**config.mk**
```make
export PLATFORM = sky130hd
export DESIGN_NAME = rtc_core
export DESIGN_NICKNAME = d
export VERILOG_FILES = /design/src/pkg/rtc_pkg.sv /design/src/rtl/rtc_core.sv
export SDC_FILE = /design/constraint.sdc
export NUM_CORES = 2
export LEC_CHECK = 0
export ABC_CLOCK_PERIOD_IN_PS = 8400
export BUFFER_PORTS_ARGS = -buffer_cell sky130_fd_sc_hd__buf_2
export CAP_MARGIN = 20
export CORE_ASPECT_RATIO = 0.6
export CORE_UTILIZATION = 50
export DETAILED_ROUTE_END_ITERATION = 8
export GPL_ROUTABILITY_DRIVEN = 1
export PLACE_DENSITY = 0.65
export SETUP_SLACK_MARGIN = 0.05
export SYNTH_ARGS = -nofsm -noshare
export SYNTH_HDL_FRONTEND = slang
export SYNTH_SLANG_ARGS = --single-unit
```
**constraint.sdc**
```tcl
create_clock -name clk_sys -period 8.4 [get_ports clk_sys]
set_input_delay 0.42 -clock clk_sys [delete_from_list [all_inputs] [get_ports clk_sys]]
set_output_delay 0.42 -clock clk_sys [all_outputs]
set_load 0.01 [all_outputs]
```
**src/pkg/rtc_pkg.sv**
```systemverilog
package rtc_pkg;
    localparam int          NUM_CLOCK_REGS    = 14;
    localparam int          RAM_BYTES         = 242;
    localparam int          TIME_BYTES        = 10;
    localparam logic [7:0]  ADDR_CTRL_A       = 8'h0A;
    localparam logic [7:0]  ADDR_CTRL_B       = 8'h0B;
    localparam logic [7:0]  ADDR_FLAGS        = 8'h0C;
    localparam logic [7:0]  ADDR_VALID        = 8'h0D;
    localparam logic [7:0]  ADDR_RAM_BASE     = 8'h0E;
    localparam logic [3:0]  ADDR_SEC_MATCH    = 4'h1;
    localparam logic [3:0]  ADDR_MIN_MATCH    = 4'h3;
    localparam logic [3:0]  ADDR_HR_MATCH     = 4'h5;
    // Buffer addresses of the seven running bytes
    localparam logic [6:0][3:0] TIME_ADDR     = {4'h9, 4'h8, 4'h7, 4'h6, 4'h4, 4'h2, 4'h0};
    localparam int          T_SEC             = 0;
    localparam int          T_MIN             = 1;
    localparam int          T_HR              = 2;
    localparam int          T_WDAY            = 3;
    localparam int          T_MDAY            = 4;
    localparam int          T_MON             = 5;
    localparam int          T_YR              = 6;
    localparam int          A_PEND_BIT        = 7;
    localparam int          A_OSC_LSB         = 4;
    localparam int          B_FREEZE_BIT      = 7;
    localparam int          B_PER_EN_BIT      = 6;
    localparam int          B_ALM_EN_BIT      = 5;
    localparam int          B_UPD_EN_BIT      = 4;
    localparam int          B_BIN_BIT         = 2;
    localparam int          B_H24_BIT         = 1;
    localparam logic [7:0]  VALID_READ        = 8'h80;
    localparam logic [6:0]  RST_CTRL_A        = 7'h00;
    localparam logic [7:0]  RST_CTRL_B        = 8'h00;
    localparam logic [1:0]  OSC_RUN_PAT       = 2'b01;
    localparam logic [1:0]  OSC_HOLD_PAT      = 2'b11;
    localparam logic [2:0]  OSC_START         = 3'b010;
    localparam int          DIV_BITS          = 15;
    localparam logic [14:0] DIV_HALF          = 15'h4000;
    localparam int          PRE_UPDATE_WINDOW = 8;
    localparam logic [7:0]  SEC_MAX           = 8'h3B;
    localparam logic [7:0]  HR24_MAX          = 8'h17;
    localparam logic [7:0]  HR12_TOP          = 8'h0C;
    localparam logic [7:0]  HR12_PRE          = 8'h0B;
    localparam logic [7:0]  WDAY_MAX          = 8'h07;
    localparam logic [7:0]  MON_MAX           = 8'h0C;
    localparam logic [7:0]  YR_MAX            = 8'h63;

    typedef struct packed {
        logic       addr_strobe;
        logic       data_strobe;
        logic       rd_wr_n;
        logic       chip_sel_n;
        logic       ext_mem_select;
        logic [7:0] ad;
    } rtc_bus_in_t;

    typedef struct packed {
        rtc_bus_in_t                  bus_s0;
        rtc_bus_in_t                  bus_s1;
        logic [1:0]                   osc_s;
        logic [1:0]                   sup_s;
        logic                         as_d;
        logic                         ds_d;
        logic                         osc_d;
        logic [7:0]                   addr;
        logic                         addr_ext;
        logic [7:0]                   dout;
        logic                         tick;
        logic [DIV_BITS-1:0]          div;
        logic                         update_pending;
        logic [6:0]                   ctrl_a;
        logic [7:0]                   ctrl_b;
        logic                         irq_summary_flag;
        logic                         periodic_flag;
        logic                         alarm_flag;
        logic                         update_done_flag;
        logic                         loaded;
        logic [TIME_BYTES-1:0][7:0]   ubuf;
        logic [6:0][7:0]              loc;
        logic [RAM_BYTES-1:0][7:0]    ram;
    } rtc_state_t;

    localparam rtc_state_t RTC_RST = '0;
endpackage

```
**src/rtl/rtc_core.sv**
```systemverilog
`timescale 1ns/1ps
// Contract
// - 14 clock/control bytes and 242 storage bytes share one byte map.
// - Time and calendar advance in one update cycle each second.
// - Freeze holds the host copy; the running copy keeps advancing.
// - Pending bit rises before each update while freeze is clear; cleared and done flag set after.
// - First update with freeze clear after new writes takes the seven time bytes in current formats.
// - Seconds, minutes and their match bytes count 0 to 59.
// - Hours count 1-12 with PM in bit 7, or 0-23.
// - Weekday 1-7, month day 1-31, month 1-12, year 0-99.
// - Low-voltage tick output runs with oscillator; 5V one with valid supply.
// - Each event sets its flag always; request only when enabled.
// - Any request sets the summary flag and pulls the interrupt pin low.
// - Reading the flag register clears all flags and releases the pin.
// - Four-bit rate code picks periodic event period, zero means none.
// - Each update compares time with match bytes and flags an alarm.
// - Match byte with both top bits set is excluded from compare.
// - Alarm detection and interrupt keep working on the backup cell.
// - Update request needs update enable set and freeze clear.
// - Oscillator code 010 runs, 11X holds divider; first update 500 ms later.
// - Hour format bit 1 is 24-hour; number format bit 1 is binary.
// - Setting freeze clears the update interrupt enable.
module rtc_core
    import rtc_pkg::*;
#(
    parameter bit LOW_VOLT  = 1'b1,
    parameter int PRE_TICKS = PRE_UPDATE_WINDOW
) (
    input  logic        clk_sys,
    input  logic        resetn,
    input  rtc_bus_in_t bus_in,
    input  logic        osc_in,
    input  logic        supply_ok,
    output logic [7:0]  ad_o,
    output logic        ad_oe,
    output logic        int_n_o,
    output logic        int_n_oe,
    output logic        tick_out
);

    localparam logic [DIV_BITS-1:0] PRE_START = DIV_BITS'(2 ** DIV_BITS - PRE_TICKS);

    rtc_state_t s;
    rtc_state_t n;

    logic       as_fall;
    logic       ds_fall;
    logic       acc_ok;
    logic       wr;
    logic       rd_end;
    logic       clr;
    logic       osc_tick;
    logic       run;
    logic       osc_on;
    logic       upd;
    logic       ev_p;
    logic       ev_a;
    logic       irq_req;
    logic [3:0] rate_select;
    logic [2:0] osc_ctrl;
    logic       transfer_freeze;
    logic       number_format_sel;
    logic       hour_format_sel;
    logic       periodic_irq_en;
    logic       alarm_irq_en;
    logic       update_irq_en;

    function automatic logic [7:0] rtc_inc(input logic [7:0] v, input logic bin);
        if (bin || v[3:0] != 4'h9) begin
            return v + 8'h01;
        end
        return {v[7:4] + 4'h1, 4'h0};
    endfunction

    function automatic logic [7:0] rtc_val(input logic [7:0] v, input logic bin);
        if (bin) begin
            return v;
        end
        return ({4'h0, v[7:4]} * 8'h0A) + {4'h0, v[3:0]};
    endfunction

    function automatic logic [7:0] rtc_dim(input logic [7:0] mon, input logic [7:0] yr);
        case (mon)
            8'h02:   return (yr[1:0] == 2'b00) ? 8'h1D : 8'h1C;
            8'h04, 8'h06, 8'h09, 8'h0B: return 8'h1E;
            default: return 8'h1F;
        endcase
    endfunction

    // Out-of-range bytes fall back to the wrap value instead of running on
    function automatic logic [6:0][7:0] rtc_step(input logic [6:0][7:0] t, input logic bin,
                                                 input logic h24);
        logic [6:0][7:0] r;
        logic            c;
        logic [7:0]      x;
        r = t;
        c = 1'b0;
        x = rtc_inc({1'b0, t[T_HR][6:0]}, bin);
        if (rtc_val(t[T_SEC], bin) >= SEC_MAX) begin
            r[T_SEC] = 8'h00;
            c        = 1'b1;
        end else begin
            r[T_SEC] = rtc_inc(t[T_SEC], bin);
        end
        if (c) begin
            c = 1'b0;
            if (rtc_val(t[T_MIN], bin) >= SEC_MAX) begin
                r[T_MIN] = 8'h00;
                c        = 1'b1;
            end else begin
                r[T_MIN] = rtc_inc(t[T_MIN], bin);
            end
        end
        if (c) begin
            c = 1'b0;
            if (h24) begin
                if (rtc_val(t[T_HR], bin) >= HR24_MAX) begin
                    r[T_HR] = 8'h00;
                    c       = 1'b1;
                end else begin
                    r[T_HR] = rtc_inc(t[T_HR], bin);
                end
            end else if (rtc_val({1'b0, t[T_HR][6:0]}, bin) >= HR12_TOP) begin
                r[T_HR] = {t[T_HR][7], 7'h01};
            end else if (rtc_val({1'b0, t[T_HR][6:0]}, bin) == HR12_PRE) begin
                r[T_HR] = {~t[T_HR][7], bin ? HR12_TOP[6:0] : 7'h12};
                c       = t[T_HR][7];
            end else begin
                r[T_HR] = {t[T_HR][7], x[6:0]};
            end
        end
        if (c) begin
            c = 1'b0;
            r[T_WDAY] = (rtc_val(t[T_WDAY], bin) >= WDAY_MAX) ? 8'h01 : rtc_inc(t[T_WDAY], bin);
            if (rtc_val(t[T_MDAY], bin) >= rtc_dim(rtc_val(t[T_MON], bin), rtc_val(t[T_YR], bin))) begin
                r[T_MDAY] = 8'h01;
                c         = 1'b1;
            end else begin
                r[T_MDAY] = rtc_inc(t[T_MDAY], bin);
            end
        end
        if (c) begin
            c = 1'b0;
            if (rtc_val(t[T_MON], bin) >= MON_MAX) begin
                r[T_MON] = 8'h01;
                c        = 1'b1;
            end else begin
                r[T_MON] = rtc_inc(t[T_MON], bin);
            end
        end
        if (c) begin
            r[T_YR] = (rtc_val(t[T_YR], bin) >= YR_MAX) ? 8'h00 : rtc_inc(t[T_YR], bin);
        end
        return r;
    endfunction

    function automatic logic rtc_hit(input logic [7:0] m, input logic [7:0] v);
        return (m[7:6] == 2'b11) || (m == v);
    endfunction

    assign rate_select       = s.ctrl_a[3:0];
    assign osc_ctrl          = s.ctrl_a[A_OSC_LSB+2:A_OSC_LSB];
    assign transfer_freeze   = s.ctrl_b[B_FREEZE_BIT];
    assign number_format_sel = s.ctrl_b[B_BIN_BIT];
    assign hour_format_sel   = s.ctrl_b[B_H24_BIT];
    assign periodic_irq_en   = s.ctrl_b[B_PER_EN_BIT];
    assign alarm_irq_en      = s.ctrl_b[B_ALM_EN_BIT];
    assign update_irq_en     = s.ctrl_b[B_UPD_EN_BIT];

    // Only the second sync stage and its delayed copy feed edge logic
    assign as_fall  = s.as_d & ~s.bus_s1.addr_strobe;
    assign ds_fall  = s.ds_d & ~s.bus_s1.data_strobe;
    assign acc_ok   = ~s.bus_s1.chip_sel_n & ~s.addr_ext & s.sup_s[1];
    assign wr       = ds_fall & ~s.bus_s1.rd_wr_n & acc_ok;
    assign rd_end   = ds_fall & s.bus_s1.rd_wr_n & acc_ok;
    assign clr      = rd_end & (s.addr == ADDR_FLAGS);
    assign osc_tick = s.osc_s[1] & ~s.osc_d;
    assign run      = osc_ctrl[2:1] == OSC_RUN_PAT;
    assign osc_on   = run | (osc_ctrl[2:1] == OSC_HOLD_PAT);
    assign upd      = osc_tick & run & (s.div == '1);
    assign irq_req  = (s.periodic_flag & periodic_irq_en) | (s.alarm_flag & alarm_irq_en)
                    | (s.update_done_flag & update_irq_en & ~transfer_freeze);

    assign ad_o     = s.dout;
    assign ad_oe    = s.bus_s1.data_strobe & s.bus_s1.rd_wr_n & acc_ok;
    assign int_n_o  = 1'b0;
    assign int_n_oe = s.irq_summary_flag;
    assign tick_out = s.tick;

    always_comb begin
        logic [6:0][7:0]     base;
        logic [6:0][7:0]     stepped;
        logic [DIV_BITS-1:0] nd;
        logic [DIV_BITS-1:0] mask;
        logic [3:0]          k;
        logic                from_buf;
        base     = s.loc;
        stepped  = s.loc;
        nd       = s.div + 15'h0001;
        k        = (rate_select >= 4'h3) ? rate_select - 4'h1 : rate_select + 4'h6;
        mask     = (15'h0001 << k) - 15'h0001;
        from_buf = s.loaded & ~transfer_freeze;
        n        = s;
        n.bus_s0 = bus_in;
        n.bus_s1 = s.bus_s0;
        n.osc_s  = {s.osc_s[0], osc_in};
        n.sup_s  = {s.sup_s[0], supply_ok};
        n.as_d   = s.bus_s1.addr_strobe;
        n.ds_d   = s.bus_s1.data_strobe;
        n.osc_d  = s.osc_s[1];
        if (as_fall) begin
            n.addr     = s.bus_s1.ad;
            n.addr_ext = s.bus_s1.ext_mem_select;
        end
        if (!run) begin
            n.div = '0;
        end else if (osc_tick) begin
            n.div = nd;
        end
        for (int i = 0; i < 7; i++) begin
            if (from_buf) begin
                base[i] = s.ubuf[TIME_ADDR[i]];
            end
        end
        stepped = rtc_step(base, number_format_sel, hour_format_sel);
        ev_p = osc_tick & run & (rate_select != 4'h0) & ((nd & mask) == '0);
        // Compare runs on every update, no supply term involved
        ev_a = upd & rtc_hit(s.ubuf[ADDR_SEC_MATCH], stepped[T_SEC])
                   & rtc_hit(s.ubuf[ADDR_MIN_MATCH], stepped[T_MIN])
                   & rtc_hit(s.ubuf[ADDR_HR_MATCH], stepped[T_HR]);
        if (upd) begin
            n.loc = stepped;
            if (from_buf) begin
                n.loaded = 1'b0;
            end
            if (!transfer_freeze) begin
                for (int i = 0; i < 7; i++) begin
                    n.ubuf[TIME_ADDR[i]] = stepped[i];
                end
            end
        end
        // Set wins over a read-clear in the same cycle
        n.periodic_flag    = (s.periodic_flag & ~clr) | ev_p;
        n.alarm_flag       = (s.alarm_flag & ~clr) | ev_a;
        n.update_done_flag = (s.update_done_flag & ~clr) | upd;
        if (wr) begin
            if (s.addr < 8'(TIME_BYTES)) begin
                n.ubuf[s.addr[3:0]] = s.bus_s1.ad;
                n.loaded            = 1'b1;
            end else if (s.addr == ADDR_CTRL_A) begin
                n.ctrl_a = s.bus_s1.ad[6:0];
                if (s.bus_s1.ad[A_OSC_LSB+2:A_OSC_LSB] == OSC_START && !run) begin
                    n.div = DIV_HALF;
                end
            end else if (s.addr == ADDR_CTRL_B) begin
                n.ctrl_b = s.bus_s1.ad;
            end else if (s.addr >= ADDR_RAM_BASE) begin
                n.ram[s.addr - ADDR_RAM_BASE] = s.bus_s1.ad;
            end
        end
        if (n.ctrl_b[B_FREEZE_BIT]) begin
            n.ctrl_b[B_UPD_EN_BIT] = 1'b0;
        end
        n.irq_summary_flag = (s.irq_summary_flag & ~clr)
            | (n.periodic_flag & n.ctrl_b[B_PER_EN_BIT])
            | (n.alarm_flag & n.ctrl_b[B_ALM_EN_BIT])
            | (n.update_done_flag & n.ctrl_b[B_UPD_EN_BIT] & ~n.ctrl_b[B_FREEZE_BIT]);
        // Pending drops on the same edge that ends the update
        n.update_pending = (n.ctrl_a[A_OSC_LSB+2:A_OSC_LSB+1] == OSC_RUN_PAT)
                         & ~n.ctrl_b[B_FREEZE_BIT] & (n.div >= PRE_START);
        if (s.addr < 8'(TIME_BYTES)) begin
            n.dout = s.ubuf[s.addr[3:0]];
        end else if (s.addr == ADDR_CTRL_A) begin
            n.dout = {s.update_pending, s.ctrl_a};
        end else if (s.addr == ADDR_CTRL_B) begin
            n.dout = s.ctrl_b;
        end else if (s.addr == ADDR_FLAGS) begin
            n.dout = {s.irq_summary_flag, s.periodic_flag, s.alarm_flag, s.update_done_flag, 4'h0};
        end else if (s.addr == ADDR_VALID) begin
            n.dout = VALID_READ;
        end else begin
            n.dout = s.ram[s.addr - ADDR_RAM_BASE];
        end
        n.tick = s.osc_s[1] & (LOW_VOLT ? osc_on : s.sup_s[1]);
    end

    always_ff @(posedge clk_sys or negedge resetn) begin
        if (!resetn) begin
            s <= RTC_RST;
        end else begin
            s <= n;
        end
    end
endmodule

```
==> qor.yml <==
run_status:
  status: "complete, no violations"
drt:
  dr.first_iter.drc_count: 6526
  wl_um: 293000
  wl_per_cell_um: 29.1
  vias: 64500
  drc: 0
  first_pass_iters: 6
  ant_nets: 0
  viasPerCell: 6.42
clock_tree:
  tritoncts: "built"
  root_buffer: "clkbuf_16"
  clk_latency_ns: 0.90
  cts_inserted_buffers: 205
  clk_pin_slew_ns: 0.06
  cts_sinks: 2159
  cts.path.max_buffers: 4
  post-cts-setup-buffers: 0
  htreeDepth: 4
floorplan:
  core-area_mm2: 0.206
  die_w_um: 591
  start_util_pct: 50.4
  std_cell_rows: 129
  io_pins: 29
  die-area_mm2: 0.210
  die-height_um: 355
timing:
  setup_viol: 0
  max_freq_mhz: 147
  skew_ns: 0.0722
  finalMaxSlewViolations: 0
  finalSetupTns_ns: 0
  worstMarginPinSlew_ns: 1.17
  rsz0062_at_grt: "no"
  finalWorstSetupSlack_ns: 1.62
  fin_hold_ws_ns: 0.183
  slew_headroom_pct: 21.9
  final.period_utilization_pct: 80.8
  fin_crit_ns: 6.78
  hold_viol: 0
final_layout:
  layout-drive-gt1-share_pct: 43.7
  syn_to_final_growth_pct: 9.87
  layout_common_cells: "2,149 x dfrtp_1, 1,985 x mux2_2, 616 x mux4_2, 606 x nand2_1, 206 x clkbuf_16"
  final_nets: 7250
  fin_util_pct: 55.4
  postLayoutCellArea_mm2: 0.114
  layout_commonest_cell: "dfrtp_1"
synth:
  avgSynthCellArea_um2: 14.4
  yosysUniqueCellTypes: 106
  seq_area_frac_synth_pct: 51.9
  synthFlopType: "dfrtp_1"
  synth_edf_count: 0
  async_reset_ff_share_pct: 100
  synth_seq_cells: 2159
  yosysWarnings: 0
  synth_area_mm2: 0.104
  syn_inst: 7234
  syn_nets: 7348
global_routing:
  track_usage_pct: 28.1
  grt_max_degree: 180
  grt_overflow: 0
  antenna_found_initial: 14
  grt_pass1_wl_um: 441000
  grt_pass1_vias: 64200
setup_path:
  crit_arrival_ns: 7.56
  reg2regPathDepth: 23
  worstPathRequired_ns: 9.18
  crit_end: "s[2066]"
  r2r-start: "s[2084]"
  crit_path_start: "s[2084]"
  r2r-end: "s[2066]"
  cp-end-kind: "register"
  rrSetupSlack_ns: 1.62
  worstSetupPathType: "reg2reg"
  worstSetupStartpointType: "register"
  crit_fanout: 15
placement:
  place_congestion: 0.975
  postPlaceCellArea_mm2: 0.107
  pre_cts_ws_ns: 1.77
  port_buffers: 27
  dp.final_hpwl_um: 191000
flow_run:
  maxCapViolCount: 0
power:
  leakagePower_nw: 54.9
  peakVddDrop_mv: 0.173
  power_density_mw_per_mm2: 196
worst_hold_path:
  hold_path_class: "in2reg"
-- layout make-up --
type,count,area (µm²)
flip-flops and latches,2159,54100
inverters,93,349
clock inverters,78,943
repair buffers,195,1760
diodes,2,5.00
clock buffers,289,5900
multi-input cells,4482,47800
fillers,16400,92200
well taps,2751,3440
-- state kept, by name, summed over array words and instances (netlist names) --
register           flops
s                   2120
n                     18
ad_o                   8
rate_select            4
osc_ctrl               3
alarm_irq_en           1
hour_format_sel        1
int_n_oe               1
number_format_sel      1
periodic_irq_en        1
tick_out               1
-- worst min path at each step --
stage	endpoint	cells past startpoint	startpoint	slack, ns
CTS	n[2132]	2	osc_in	0.12
global placement	s[2136]	0	n[2136]	0.34
detailed placement	s[2136]	0	n[2136]	0.34
floorplan	ad_o[0]	0	resetn	0.12
finish	n[2142]	2	bus_in[9]	0.18
global route	n[2132]	2	osc_in	0.13
-- logic make-up (layout without fill, tap and decap cells) --
logic type / count (synthesis) / count (layout) / synth area share (%)
AO/OA/AOI/OAI: 520 / 520 / 3.36
XOR/XNOR: 67 / 67 / 0.598
adder cells (fa/ha/maj): 97 / 97 / 1.27
buffers and inverters: 593 / 655 / 2.29
flip-flops: 2159 / 2159 / 51.9
multiplexers: 2711 / 2711 / 35.9
other: 1 / 3 / 0.00361
AND/OR/NAND/NOR: 1086 / 1086 / 4.61
-- what timing repair did --
action	in CTS	in global routing
hold endpoints to repair	143	0
gates resized for setup	0	0
hold buffers	16	0
endpoints found under the setup margin	0	0
-- power breakdown --
part           switching (mW)  total (mW)  leakage (nW)  internal (mW)
registers               0.112        10.6          30.1           10.5
logic                    1.51        2.20          21.4          0.684
clock network            4.12        9.62          3.40           5.50
-- routing by layer --
metal	GRT usage [%]	share of wire, %	vias up
met3	7.93	9.9	355
li1	-	-	26700
met4	5.68	2.0	8
met1	44.9	47	35000
met5	0.584	0.075	-
met2	37.8	41	2455
-- synth_stat cells (all sizes together), types with 20 or more instances --
| library cell | number | area [µm²] |
|---|---|---|
| nand2 | 606 | 2270 |
| ha | 83 | 1040 |
| a21o | 29 | 218 |
| o22ai | 21 | 131 |
| buf | 131 | 644 |
| nor3 | 51 | 265 |
| and3 | 24 | 150 |
| nand3 | 78 | 390 |
| mux2i | 108 | 1130 |
| a31oi | 25 | 156 |
| xnor2 | 39 | 342 |
| mux4 | 616 | 13900 |
| mux2 | 1987 | 22400 |
| o211ai | 26 | 200 |
| or3 | 20 | 125 |
| xor2 | 26 | 235 |
| clkbuf | 369 | 1390 |
| o21ai | 135 | 676 |
| nor2 | 179 | 672 |
| dfrtp | 2159 | 54000 |
| nor2b | 22 | 145 |
| a211oi | 21 | 163 |
| a21oi | 101 | 509 |
| a22oi | 36 | 275 |
| inv | 92 | 345 |
-- critical path: stages, from the launching register on --
cell and delay, ns:
dfrtp_1 0.51, nor2b_4 0.80, mux2i_1 0.46, inv_1 0.23
ha_1 0.25, ha_1 0.19, inv_1 0.08, fa_1 0.42
o41ai_1 0.38, a2bb2oi_1 0.13, o31a_1 0.36, or2_2 0.33
ha_1 0.27, nand2b_1 0.10, a21oi_1 0.12, nor2_1 0.14
a21oi_1 0.09, o2bb2ai_1 0.24, nand4_2 0.39, nor2_1 0.45
nand3_1 0.20, o22a_1 0.24, a211oi_1 0.24, a21o_1 0.11
-- metrics by stage --
step / cells / total power [mW]
6_report: 10000 / 22.4
5_1_grt: 10000 / 23.1
4_1_cts: 10000 / 22.6
3_5_place_dp: 9657 / 13.0
3_3_place_gp: 9657 / 12.9
2_1_floorplan: 7234 / 12.0
(Power assumes the default switching activity.)
